`src/verilog/card_fmt_defs.vh`:
```
// Constants for the stripe card output formatter
`ifndef CARD_FMT_DEFS_VH
`define CARD_FMT_DEFS_VH
`define CLK_MHZ 250
`define DLY_BASE_MS 7'd2
`define DLY_STEP_MS 2
`define DLY_MAX_SET 6'h20
`define CYC_PER_MS (`CLK_MHZ * 1000)
`define CHR_MIN 8'h20
`define CHR_MAX 8'h7E
`define CHR_CR 8'h0D
`define DEF_LEAD1 8'h25
`define DEF_LEAD23 8'h3B
`define DEF_END 8'h3F
`define DEF_DLY_EN 6'h00
`define DEF_DLY_NE 6'h04
`define DEF_ALT_EN 1'b0
`define DEF_ALT_NE 1'b1
`define KEY_ALT 8'h80
`define KEY_PAD0 8'h90
`endif

```
`src/verilog/sync_fifo.v`:
```
// Synchronous FIFO with valid/ready on both sides
`timescale 1ns/1ns
`default_nettype none
module sync_fifo #(
   parameter WIDTH = 10,
   parameter DEPTH = 8,
   parameter AW = 3
) (
   input wire clk_i,
   input wire reset_n_i,
   input wire [WIDTH-1:0] in_data_i,
   input wire in_valid_i,
   output wire in_ready_o,
   output wire [WIDTH-1:0] out_data_o,
   output wire out_valid_o,
   input wire out_ready_i
);
   reg [WIDTH-1:0] mem [0:DEPTH-1]; // Storage
   reg [AW-1:0] wr_r; // Write pointer
   reg [AW-1:0] rd_r; // Read pointer
   reg [AW:0] cnt_r; // Fill level
   wire push = in_valid_i && in_ready_o;
   wire pop = out_valid_o && out_ready_i;
   assign in_ready_o = (cnt_r != DEPTH[AW:0]);
   assign out_valid_o = (cnt_r != {(AW+1){1'b0}});
   assign out_data_o = mem[rd_r];
   // Memory write, no reset needed for data
   always @(posedge clk_i) begin
      if (push) begin
         mem[wr_r] <= in_data_i;
      end
   end
   // Pointers and level
   always @(posedge clk_i or negedge reset_n_i) begin
      if (!reset_n_i) begin
         wr_r <= {AW{1'b0}};
         rd_r <= {AW{1'b0}};
         cnt_r <= {(AW+1){1'b0}};
      end else begin
         if (push) begin
            wr_r <= (wr_r == DEPTH[AW-1:0] - 1'b1) ? {AW{1'b0}} : wr_r + 1'b1;
         end
         if (pop) begin
            rd_r <= (rd_r == DEPTH[AW-1:0] - 1'b1) ? {AW{1'b0}} : rd_r + 1'b1;
         end
         if (push && !pop) begin
            cnt_r <= cnt_r + 1'b1;
         end else if (pop && !push) begin
            cnt_r <= cnt_r - 1'b1;
         end
      end
   end
endmodule
`default_nettype wire

```
`src/verilog/stripe_card_output_formatter.v`:
```
// Stripe card track formatter emitting keyboard key events
// Functional notes
// Card data leaves as keyboard key events
// Alt-keypad digits for letters when enabled
// Alt-keypad no effect on digit tracks
// Append check character when enabled
// Extra carriage return after ending code
// Programmable delay between characters, 0..32
// Delay is 2 ms plus 2 ms per step
// Track sent only if enabled and head present
// Sentinels off: always end track with CR
// Framing codes limited to 20h..7Eh
// Defaults percent, semicolon, question mark
// Two default sets, English and non-English
// Order: lead, data, end, check, CR
`timescale 1ns/1ns
`default_nettype none
`include "card_fmt_defs.vh"
module stripe_card_output_formatter #(
   parameter CYC_PER_MS = `CYC_PER_MS,
   parameter DEPTH = 8
) (
   input wire clk_i,
   input wire reset_n_i,
   input wire [7:0] trk_data_i,
   input wire [1:0] trk_id_i,
   input wire trk_valid_i,
   input wire trk_last_i,
   output wire trk_ready_o,
   input wire [2:0] trk_enable_i,
   input wire [2:0] head_present_i,
   input wire alt_num_en_i,
   input wire send_lrc_i,
   input wire extra_cr_i,
   input wire send_sentinel_i,
   input wire [5:0] delay_set_i,
   input wire [7:0] lead1_i,
   input wire [7:0] lead2_i,
   input wire [7:0] lead3_i,
   input wire [7:0] end_code_i,
   input wire cfg_write_i,
   input wire reset_english_i,
   input wire reset_non_english_i,
   output reg [7:0] key_code_o,
   output reg key_valid_o,
   input wire key_ready_i,
   output wire [2:0] active_cfg_en_o,
   output wire [5:0] active_delay_o,
   output wire active_alt_o
);
   localparam S_IDLE = 3'h0;
   localparam S_LEAD = 3'h1;
   localparam S_DATA = 3'h2;
   localparam S_END = 3'h3;
   localparam S_LRC = 3'h4;
   localparam S_CR = 3'h5;
   // Option registers, loaded by cfg_write or default commands
   reg [2:0] en_r;
   reg alt_r, lrc_r, cr_r, sen_r;
   reg [5:0] dly_r;
   reg [7:0] lead1_r, lead2_r, lead3_r, end_r;
   reg [2:0] st_r; // Framer state
   reg [1:0] trk_r; // Track being framed
   reg [7:0] lrc_acc_r; // Running XOR check
   wire [9:0] fifo_din; // {always 0, char-is-data, code}
   reg [9:0] fifo_din_r;
   reg fifo_wv;
   wire fifo_wr;
   wire [9:0] fifo_dout;
   wire fifo_ov;
   reg fifo_rd;
   assign active_cfg_en_o = en_r;
   assign active_delay_o = dly_r;
   assign active_alt_o = alt_r;
   // Printable range check for framing codes
   function [7:0] clamp;
      input [7:0] c;
      input [7:0] d;
      begin
         clamp = (c >= `CHR_MIN && c <= `CHR_MAX) ? c : d;
      end
   endfunction
   // Configuration; default commands win over an ordinary write
   always @(posedge clk_i or negedge reset_n_i) begin
      if (!reset_n_i) begin
         en_r <= 3'h7;
         alt_r <= `DEF_ALT_EN;
         lrc_r <= 1'b0;
         cr_r <= 1'b0;
         sen_r <= 1'b1;
         dly_r <= `DEF_DLY_EN;
         lead1_r <= `DEF_LEAD1;
         lead2_r <= `DEF_LEAD23;
         lead3_r <= `DEF_LEAD23;
         end_r <= `DEF_END;
      end else if (reset_english_i || reset_non_english_i) begin
         en_r <= 3'h7;
         alt_r <= reset_english_i ? `DEF_ALT_EN : `DEF_ALT_NE;
         dly_r <= reset_english_i ? `DEF_DLY_EN : `DEF_DLY_NE;
         lrc_r <= 1'b0;
         cr_r <= 1'b0;
         sen_r <= 1'b1;
         lead1_r <= `DEF_LEAD1;
         lead2_r <= `DEF_LEAD23;
         lead3_r <= `DEF_LEAD23;
         end_r <= `DEF_END;
      end else if (cfg_write_i) begin
         en_r <= trk_enable_i;
         alt_r <= alt_num_en_i;
         lrc_r <= send_lrc_i;
         cr_r <= extra_cr_i;
         sen_r <= send_sentinel_i;
         dly_r <= (delay_set_i > `DLY_MAX_SET) ? `DLY_MAX_SET : delay_set_i;
         lead1_r <= clamp(lead1_i, `DEF_LEAD1);
         lead2_r <= clamp(lead2_i, `DEF_LEAD23);
         lead3_r <= clamp(lead3_i, `DEF_LEAD23);
         end_r <= clamp(end_code_i, `DEF_END);
      end
   end
   // Track passes only when enabled and its head exists
   wire trk_ok = en_r[trk_id_i] && head_present_i[trk_id_i];
   wire [7:0] lead_sel = (trk_r == 2'd0) ? lead1_r : (trk_r == 2'd1) ? lead2_r : lead3_r;
   wire fifo_ir;
   // Framer: consumes raw track bytes, produces framed characters
   always @* begin
      fifo_wv = 1'b0;
      fifo_din_r = 10'h000;
      case (st_r)
         S_LEAD: begin
            fifo_wv = 1'b1;
            fifo_din_r = {2'b00, lead_sel};
         end
         S_DATA: begin
            fifo_wv = trk_valid_i;
            fifo_din_r = {2'b01, trk_data_i};
         end
         S_END: begin
            fifo_wv = 1'b1;
            fifo_din_r = {2'b00, end_r};
         end
         S_LRC: begin
            fifo_wv = 1'b1;
            fifo_din_r = {2'b00, lrc_acc_r};
         end
         S_CR: begin
            fifo_wv = 1'b1;
            fifo_din_r = {2'b00, `CHR_CR};
         end
         default: begin
            fifo_wv = 1'b0;
         end
      endcase
   end
   assign fifo_din = fifo_din_r;
   assign fifo_wr = fifo_wv && fifo_ir;
   // Raw data accepted in DATA state when FIFO has room; dropped tracks accepted only while IDLE
   assign trk_ready_o = (st_r == S_DATA) ? fifo_ir : (st_r == S_IDLE && !trk_ok);
   wire need_cr = sen_r ? cr_r : 1'b1;
   always @(posedge clk_i or negedge reset_n_i) begin
      if (!reset_n_i) begin
         st_r <= S_IDLE;
         trk_r <= 2'd0;
         lrc_acc_r <= 8'h00;
      end else begin
         case (st_r)
            S_IDLE: begin
               if (trk_valid_i && trk_ok) begin
                  trk_r <= trk_id_i;
                  lrc_acc_r <= 8'h00;
                  st_r <= sen_r ? S_LEAD : S_DATA;
               end
            end
            S_LEAD: begin
               if (fifo_ir) begin
                  lrc_acc_r <= lead_sel;
                  st_r <= S_DATA;
               end
            end
            S_DATA: begin
               if (fifo_wr) begin
                  lrc_acc_r <= lrc_acc_r ^ trk_data_i;
                  if (trk_last_i) begin
                     st_r <= sen_r ? S_END : (lrc_r ? S_LRC : S_CR);
                  end
               end
            end
            S_END: begin
               if (fifo_ir) begin
                  lrc_acc_r <= lrc_acc_r ^ end_r;
                  st_r <= lrc_r ? S_LRC : (need_cr ? S_CR : S_IDLE);
               end
            end
            S_LRC: begin
               if (fifo_ir) begin
                  st_r <= need_cr ? S_CR : S_IDLE;
               end
            end
            S_CR: begin
               if (fifo_ir) begin
                  st_r <= S_IDLE;
               end
            end
            default: begin
               st_r <= S_IDLE;
            end
         endcase
      end
   end
   // Framed characters wait here so the card side can run ahead of pacing
   sync_fifo #(.WIDTH(10), .DEPTH(DEPTH), .AW(3)) u_fifo (
      .clk_i(clk_i),
      .reset_n_i(reset_n_i),
      .in_data_i(fifo_din),
      .in_valid_i(fifo_wv),
      .in_ready_o(fifo_ir),
      .out_data_o(fifo_dout),
      .out_valid_o(fifo_ov),
      .out_ready_i(fifo_rd)
   );
   // Pacing: millisecond tick and gap counter
   reg [17:0] ms_cnt_r;
   reg [6:0] gap_r; // Remaining ms of gap
   wire ms_tick = (ms_cnt_r == CYC_PER_MS[17:0] - 18'd1);
   // Key emitter: letters become Alt + keypad digits
   reg [2:0] ks_r; // 0 idle,1 alt,2 hund,3 tens,4 ones
   reg [7:0] ch_r;
   wire [7:0] ch = fifo_dout[7:0];
   wire is_alpha = fifo_dout[8] && ((ch >= 8'h41 && ch <= 8'h5A) || (ch >= 8'h61 && ch <= 8'h7A));
   wire [7:0] hund = ch_r / 8'd100;
   wire [7:0] tens = (ch_r / 8'd10) % 8'd10;
   wire [7:0] ones = ch_r % 8'd10;
   wire gap_done = (gap_r == 7'd0);
   wire key_take = key_valid_o && key_ready_i;
   always @* begin
      fifo_rd = 1'b0;
      if (!key_valid_o && gap_done && ks_r == 3'd0 && fifo_ov) begin
         fifo_rd = 1'b1;
      end
   end
   always @(posedge clk_i or negedge reset_n_i) begin
      if (!reset_n_i) begin
         ms_cnt_r <= 18'd0;
         gap_r <= 7'd0;
         ks_r <= 3'd0;
         ch_r <= 8'h00;
         key_code_o <= 8'h00;
         key_valid_o <= 1'b0;
      end else begin
         ms_cnt_r <= ms_tick ? 18'd0 : ms_cnt_r + 18'd1;
         if (ms_tick && !gap_done) begin
            gap_r <= gap_r - 7'd1;
         end
         if (key_take) begin
            key_valid_o <= 1'b0;
            if (ks_r == 3'd0 || ks_r == 3'd4) begin
               ks_r <= 3'd0;
               gap_r <= `DLY_BASE_MS + {dly_r, 1'b0};
            end else if (ks_r == 3'd1 && hund == 8'h00) begin
               // Codes below 100 go out as two digits; a leading zero would pick another code page
               ks_r <= 3'd3;
               key_valid_o <= 1'b1;
               key_code_o <= `KEY_PAD0 + tens;
            end else begin
               ks_r <= ks_r + 3'd1;
               key_valid_o <= 1'b1;
               key_code_o <= `KEY_PAD0 + ((ks_r == 3'd1) ? hund : (ks_r == 3'd2) ? tens : ones);
            end
         end else if (fifo_rd) begin
            key_valid_o <= 1'b1;
            ch_r <= ch;
            if (alt_r && is_alpha) begin
               ks_r <= 3'd1;
               key_code_o <= `KEY_ALT;
            end else begin
               key_code_o <= ch;
            end
         end
      end
   end
endmodule
`default_nettype wire

```
`config.mk`:
```
export PLATFORM = sky130hd
export DESIGN_NAME = stripe_card_output_formatter
export DESIGN_NICKNAME = d
export VERILOG_FILES = /design/src/verilog/sync_fifo.v /design/src/verilog/stripe_card_output_formatter.v
export VERILOG_INCLUDE_DIRS = /design/src /design/src/verilog
export SDC_FILE = /design/constraint.sdc
export NUM_CORES = 1
export LEC_CHECK = 0
export BUFFER_PORTS_ARGS = -buffer_cell sky130_fd_sc_hd__buf_2
export CORE_ASPECT_RATIO = 1.25
export CORE_MARGIN = 2
export CORE_UTILIZATION = 54
export CTS_CLUSTER_SIZE = 28
export DETAILED_ROUTE_END_ITERATION = 8
export PLACE_DENSITY = 0.76
export SYNTH_ARGS = -nofsm -noshare
export SYNTH_HDL_FRONTEND = slang
export SYNTH_SLANG_ARGS = --single-unit
```
`constraint.sdc`:
```
create_clock -name clk_i -period 3.46 [get_ports clk_i]
set_input_delay 0.692 -clock clk_i [delete_from_list [all_inputs] [get_ports clk_i]]
set_output_delay 0.692 -clock clk_i [all_outputs]
set_load 0.01 [all_outputs]
```
==> results_dict.tcl, run 1 <==
set metrics [dict create \
    outcome "completed" \
    cts_buffers 17 \
    maxSlewHeadroom_pct 34.4 \
    areaGrowthSynthToFinish_pct 16.5 \
    synth_fp_nets 977 \
    ys_warn_count 0 \
    synth_top_family_by_area "compound AO/OA/AOI/OAI gates" \
    rows 55 \
    clock.fmax_mhz 292 \
    cts.sinks 185 \
    initial_core_util_pct 54.6 \
    final_cells 1249 \
    yosys.area_share.simple_pct 14.7 \
    grtUsageMet3_pct 4.64 \
    grt_util_met1_pct 27.6 \
    r2r_end "key_code_o[5]" \
    routed_wl_um 23100 \
    cts_buffer_depth 2 \
    grt_overflow 0 \
    critPathKind "register to register" \
    place_inst 1205 \
    synthMuxAreaShare_pct 8.42 \
    fp.dieArea_sq_um 19200 \
    vias_per_cell 6.04 \
    final_common_cell "nand2_1" \
    wl_per_cell_um 18.5 \
    dp_hpwl_um 16600 \
    cts_tree "done" \
    drt-pass1-iter-count 5 \
    grt_max_degree 64 \
    drt-initial-drc-count 532 \
    setup_violations 0 \
    synth_edf_count 72 \
    top_usage_layer "met2" \
    grt_pass1_wl_um 37100 \
    track_usage_pct 24.1 \
    synth.distinct_cells 83 \
    grt_pass1_vias 7643 \
    root_buffer "clkbuf_16" \
    drc 0 \
    p_leak_nw 4.63 \
    rsz0062_at_grt "true" \
    synth-seq-cells 185 \
    final_cell_mix "89 x nand2_1, 87 x dfrtp_1, 84 x buf_2" \
    grt_use_met2_pct 43.4 \
    regToRegSetupSlack_ns 0.03 \
    drv_slew 0 \
    finalSetupTns_ns 0 \
    layout-drive-gt1-share_pct 25.2 \
    port_buffers 85 \
    syn_area_sq_um 9770 \
    crit_arrival_ns 3.73 \
    r2r_cells 16 \
    fin_crit_sh_pct 99.0 \
    power_density_nw_per_um2 853 \
    required_ns 3.76 \
    die_h_um 154 \
    postSynthCellCount 890 \
    fp.dieW_um 124 \
    endpoint_kind "register" \
    cap_violations 0 \
    worst_slack_ns 0.0334 \
    worstMarginPinSlew_ns 0.974 \
    core_sq_um 17900 \
    min_period_ns 3.43 \
    synth_fa_ha_area_share_pct 2.87 \
    hold_violations 0 \
    htree_num_levels 4 \
    vias 7548 \
    insertion_delay_ns 0.44 \
    async_flop_share_pct 61.1 \
    clk_pin_slew_worst_paths_ns 0.07 \
    post_synth.cell_area_avg_sq_um 11.0 \
    r2r-start "ch_r[4]" \
    hold_path_class "primary input to asynchronous set/reset pin" \
    place.gp.congestion 0.880 \
    synth_ff_type "dfrtp_1" \
    synth-compound-area-share_pct 16.8 \
    vdd_drop_max_v 0.000423 \
    critPathLaunchType "register" \
    synthXorXnorAreaFrac_pct 2.87 \
    yosysSeqAreaShare_pct 51.4 \
    boundaryPins 86 \
    antenna_found_initial 0 \
    worstPathMaxFanout 4 \
    post-place-ws_ns 0.0533 \
    finalClockSkew_ns 0.0124 \
    diodes 0 \
    nets 1095 \
    antenna_left 0 \
]
[where the power goes]
part           internal (mW)  switching (mW)  leakage (nW)  total [mW]
Clock                   1.08           0.837         0.299        1.92
Sequential              3.01           0.430          2.08        3.44
Combinational           1.84            2.51          2.25        4.35
Total                   5.93            3.78          4.63        9.71
[layout make-up]
cell class                      count  area (sq um)
Fill cell                        1433          6510
Sequential cell                   185          5020
Multi-Input combinational cell    641          4540
Timing Repair Buffer              140           861
Clock buffer                       19           475
Tap cell                          228           285
Clock inverter                     13           111
Inverter                           23          91.3
[how the worst max path moves through the flow]
stage            start       endpoint  depth (start not counted)
3_5_place_dp   ch_r[4]  key_code_o[5]                         17
4_1_cts        ch_r[4]  key_code_o[5]                         17
6_report       ch_r[4]  key_code_o[5]                         16
2_1_floorplan  ch_r[5]  key_code_o[5]                         18
5_1_grt        ch_r[4]  key_code_o[5]                         16
3_3_place_gp   ch_r[4]  key_code_o[5]                         17
[stage by stage]
step / hold WS [ns] / utilization (%) / power, mW / area (sq um)
6_report: 0.272 / 63.6 / 9.71 / 11400
5_1_grt: 0.323 / 63.6 / 10.3 / 11400
4_1_cts: 0.293 / 62.8 / 9.50 / 11200
3_5_place_dp: 0.473 / 59.5 / 7.57 / 10600
3_3_place_gp: 0.463 / 59.5 / 7.44 / 10600
2_1_floorplan: 0.396 / - / 6.32 / 9780
[timing repair]
item	in CTS	in global routing
hold buffers	0	0
endpoints found under the setup margin	0	2
buffers inserted	0	12
resized for setup	0	18
[cells by family after synthesis]
group                      count (synthesis)
DFF                                      185
buffers and inverters                     64
AOI/OAI and AO/OA                        235
adders and majority gates                 22
xor gates and xnor gates                  32
and+or+nand+nor                          292
muxes                                     60
[routing by layer]
layer | vias to the layer above | routed length (um)
li1 | 3580 | -
met1 | 3660 | 9160
met2 | 243 | 12000
met3 | 65 | 1030
met4 | 0 | 937
met5 | - | 0
[worst max-delay path, stage by stage (launching register included)]
cell	delay, ns
dfrtp_1	0.40
or2b_4	0.29
a32oi_2	0.22
o21ai_2	0.09
inv_1	0.08
ha_2	0.17
nand3b_1	0.12
a211oi_2	0.24
a211oi_2	0.12
or2_4	0.26
ha_2	0.17
o21bai_4	0.17
a211oi_2	0.26
mux2i_1	0.22
ha_1	0.26
a21oi_2	0.15
o21ai_1	0.08
[sequential cells by signal (all words and copies together), names as in the netlist, 4 cells and up]
signal          flops
gap_r               7
lead1_r             8
ms_cnt_r           18
lrc_acc_r           8
u_fifo.cnt_r        4
end_r               8
key_code_o          8
active_delay_o      6
u_fifo.mem         72
ch_r                8
lead3_r             8
lead2_r             8
[synth_stat cells, types with 6 or more instances]
master    count  area, sq um
nor2_1       64          240
nand2b_1      8         50.1
nor3_1       32          160
nand4_1      13         81.3
ha_1         20          250
nor4b_1       6         52.6
o22ai_1       6         37.5
o211ai_1      6         45.0
o221ai_1     11         96.3
a22o_1       17          149
o21ai_1       8         40.0
dfrtp_1      90         2250
xnor2_1      20          175
and3_1        7         43.8
and2_1        8         50.1
mux2i_1      35          350
o22a_1       23          201
o21a_1        6         45.0
a21oi_1      44          220
or2_2         6         37.5
nand2_1      89          334
edfxtp_1     72         2160
dfstp_2      23          604
clkbuf_1     23         86.3
nand3_1      22          110
mux2_2        8         90.1
mux4_2       17          383
nor2b_1       9         56.3
xor2_1       12          105
buf_2         9         45.0
o21ai_0      57          285
inv_1        22         82.6
a211oi_1      6         45.0
No activity file was read; power rests on OpenSTA's default activity.
==> run 2: changes to the inputs <==
--- a/config.mk
+++ b/config.mk
@@ -12,7 +12,10 @@
 export CORE_UTILIZATION = 54
 export CTS_CLUSTER_SIZE = 28
 export DETAILED_ROUTE_END_ITERATION = 8
+export GPL_TIMING_DRIVEN = 0
 export PLACE_DENSITY = 0.76
+export RECOVER_POWER = 50
+export SKIP_LAST_GASP = 1
 export SYNTH_ARGS = -nofsm -noshare
 export SYNTH_HDL_FRONTEND = slang
 export SYNTH_SLANG_ARGS = --single-unit
==> run 2 against run 1 <==
  * The flow now finishes with violations (capacitance limit, slew limit, setup timing)
  * Cell area rose by 0.42%
  * Sequential power shrank 3%
  * Global-route usage decreased by 0.098 points
  * Register-to-register slack lost 0.16 ns
  * Utilization rose by 0.27 points
  * Count of clock-buffer cells in the layout is the same
  * Via count up 0.64%
  * Worst hold slack gained 0.20 ns
  * Maximum frequency is 4.4% lower
  * Flip-flop and latch count did not move
  * Clock skew decreased by 0.0053 ns
  * Critical path type unchanged
  * Highest routed layer unchanged
==> results_dict.tcl, run 2 (synthesis gave the netlist of run 1 again) <==
set metrics [dict create \
    die_h_um 154 \
    regToRegSetupSlack_ns -0.13 \
    track_usage_pct 24.0 \
    fp.dieW_um 124 \
    top_usage_layer "met2" \
    violations "capacitance limit, slew limit, setup timing" \
    top_register "u_fifo.mem" \
    clk_pin_slew_worst_paths_ns 0.07 \
    wl_per_cell_um 18.2 \
    drt-pass1-iter-count 5 \
    critPathKind "register to register" \
    areaGrowthSynthToFinish_pct 17.0 \
    grt_util_met1_pct 27.7 \
    root_buffer "clkbuf_16" \
    grt_max_degree 74 \
    nFillCells 1443 \
    final_common_cell "nand2_1" \
    r2r-start "ch_r[4]" \
    pwr-share-seq_pct 34.2 \
    holdPathStages 2 \
    grt_use_met2_pct 44.2 \
    worst_slack_ns -0.126 \
    reg.largest.list "u_fifo.mem (72), ms_cnt_r (18)" \
    worstPathMaxFanout 8 \
    grt_overflow 0 \
    drv_slew 42 \
    power_density_nw_per_um2 854 \
    post-place-ws_ns -0.452 \
    routed_wl_um 23000 \
    fin_crit_sh_pct 104 \
    initial_core_util_pct 54.6 \
    worstMarginPinSlew_ns 2.14 \
    drc 0 \
    required_ns 3.77 \
    vias_per_cell 6.00 \
    dp_hpwl_um 16500 \
    grt_pass1_wl_um 36800 \
    cts_buffers 17 \
    slowest_stage "dfrtp_1" \
    outcome "finished, violations left" \
    nets 1111 \
    hold_violations 0 \
    grtUsageMet3_pct 4.19 \
    final_util_pct 63.9 \
    crit_start "ch_r[4]" \
    cts_buffer_depth 2 \
    vdd_drop_max_v 0.000416 \
    critPathLaunchType "register" \
    setup_violations 2 \
    insertion_delay_ns 0.44 \
    min_period_ns 3.59 \
    hold_path_class "primary input to register" \
    clock.fmax_mhz 279 \
    switching_share_pct 39.0 \
    vias 7596 \
    fp.dieArea_sq_um 19200 \
    boundaryPins 86 \
    multi_input_area_sq_um 4580 \
    holdPathEnd "active_delay_o[3]" \
    diodes 0 \
    p_comb_share_pct 45.9 \
    place.gp.congestion 0.914 \
    r2r_end "key_code_o[5]" \
    grt_pass1_vias 7348 \
    antenna_left 0 \
    p_leak_nw 4.56 \
    layout-drive-gt1-share_pct 22.4 \
    finalClockSkew_ns 0.00706 \
    cp_cell_sequence "buf_6, or2b_4, a32oi_2, o21ai_2, inv_2, ha_4, nand3b_1, a211oi_4, a211oi_2, or2_4, ha_4, o21bai_4, a211oi_2, mux2i_1, ha_1, a21oi_2, o21ai_1" \
    drt-initial-drc-count 509 \
    endpoint_kind "register" \
    cts.sinks 185 \
    core_sq_um 17900 \
    crit_arrival_ns 3.89 \
    regArea_sq_um 5020 \
    min_from "delay_set_i[3]" \
    rows 55 \
    cts_tree "done" \
    rsz0062_at_grt "true" \
    cp_slowest_stage_delay_ns 0.37 \
    maxSlewHeadroom_pct -42.3 \
    cap_violations 1 \
    switchingPower_mw 3.80 \
    p_int_mw 5.96 \
    power.clock.fraction_pct 19.9 \
    antenna_found_initial 0 \
    cts_hold_buf 0 \
    htree_num_levels 4 \
    port_buffers 85 \
    largest_register_ffs 72 \
    final_cell_mix "89 x nand2_1, 87 x dfrtp_1, 75 x buf_2" \
    r2r_cells 17 \
]
## run 2: cell types whose count changed in the layout (fill, tap and decap cells not counted), moves of 3 or more
| cell | delta |
|---|---|
| and2_0 | +3 |
| and2_1 | -3 |
| buf_1 | +3 |
| buf_2 | -9 |
| buf_4 | -24 |
| buf_6 | +5 |
| clkbuf_1 | +40 |
| dfstp_1 | +3 |
| dfstp_2 | -3 |
| nor3_1 | -3 |
| nor3_2 | +3 |
| nor3b_1 | -3 |
| nor3b_2 | +3 |
## run 2: power groups by stage
stage	Combinational, mW	Sequential, mW	Clock (mW)
2_1_floorplan	3.03	3.29	0
3_3_place_gp	3.95	3.34	0
3_5_place_dp	4.09	3.37	0
4_1_cts	4.16	3.33	1.97
5_1_grt	4.94	3.40	2.06
6_report	4.48	3.34	1.94
## run 2: worst max path at each step
stage                    end  slack (ns)  cells after the start
2_1_floorplan  key_code_o[5]        0.02                     18
3_3_place_gp   key_code_o[5]       -0.42                     17
3_5_place_dp   key_code_o[5]       -0.45                     17
4_1_cts        key_code_o[5]       -0.11                     18
5_1_grt        key_code_o[5]       -0.30                     17
6_report       key_code_o[5]       -0.13                     17
## run 2: what timing repair did
action                     CTS  global route
setup endpoints to repair    5             3
pin swaps                    4             9
setup buffers                4            22
gates resized for setup     10            24
## run 2: final cells by class
type,count,area share (%)
Sequential cell,185,43.9
Multi-Input combinational cell,641,40.1
Timing Repair Buffer,115,5.54
Clock buffer,19,3.97
Tap cell,228,2.50
Buffer,41,1.96
Clock inverter,13,1.22
Inverter,23,0.799
## run 2: per-layer routing
| metal | up-vias | share of wire (%) |
|---|---|---|
| li1 | 3608 | - |
| met1 | 3726 | 40 |
| met2 | 216 | 53 |
| met3 | 46 | 4.0 |
| met4 | 0 | 2.8 |
| met5 | - | 0 |
## run 2: worst max-delay path: cells and delay by family, from the launching register on
kind / cells / cell delay [ns]
AO/OA/AOI/OAI: 8 / 1.34
adder cells (fa/ha/maj): 3 / 0.58
buffers and inverters: 2 / 0.24
flip-flops: 1 / 0.37
multiplexers: 1 / 0.22
AND/OR/NAND/NOR: 3 / 0.71
## run 2: stage by stage
stage	hold WS, ns	std cells	TNS (ns)	total power [mW]	area (sq um)
4_1_cts	0.164	1243	-0.111	9.46	11200
3_3_place_gp	0.468	1203	-0.834	7.30	10500
6_report	0.471	1265	-0.130	9.76	11400
2_1_floorplan	0.396	890	0	6.32	9780
3_5_place_dp	0.476	1207	-1.02	7.46	10600
5_1_grt	0.466	1265	-3.50	10.4	11400
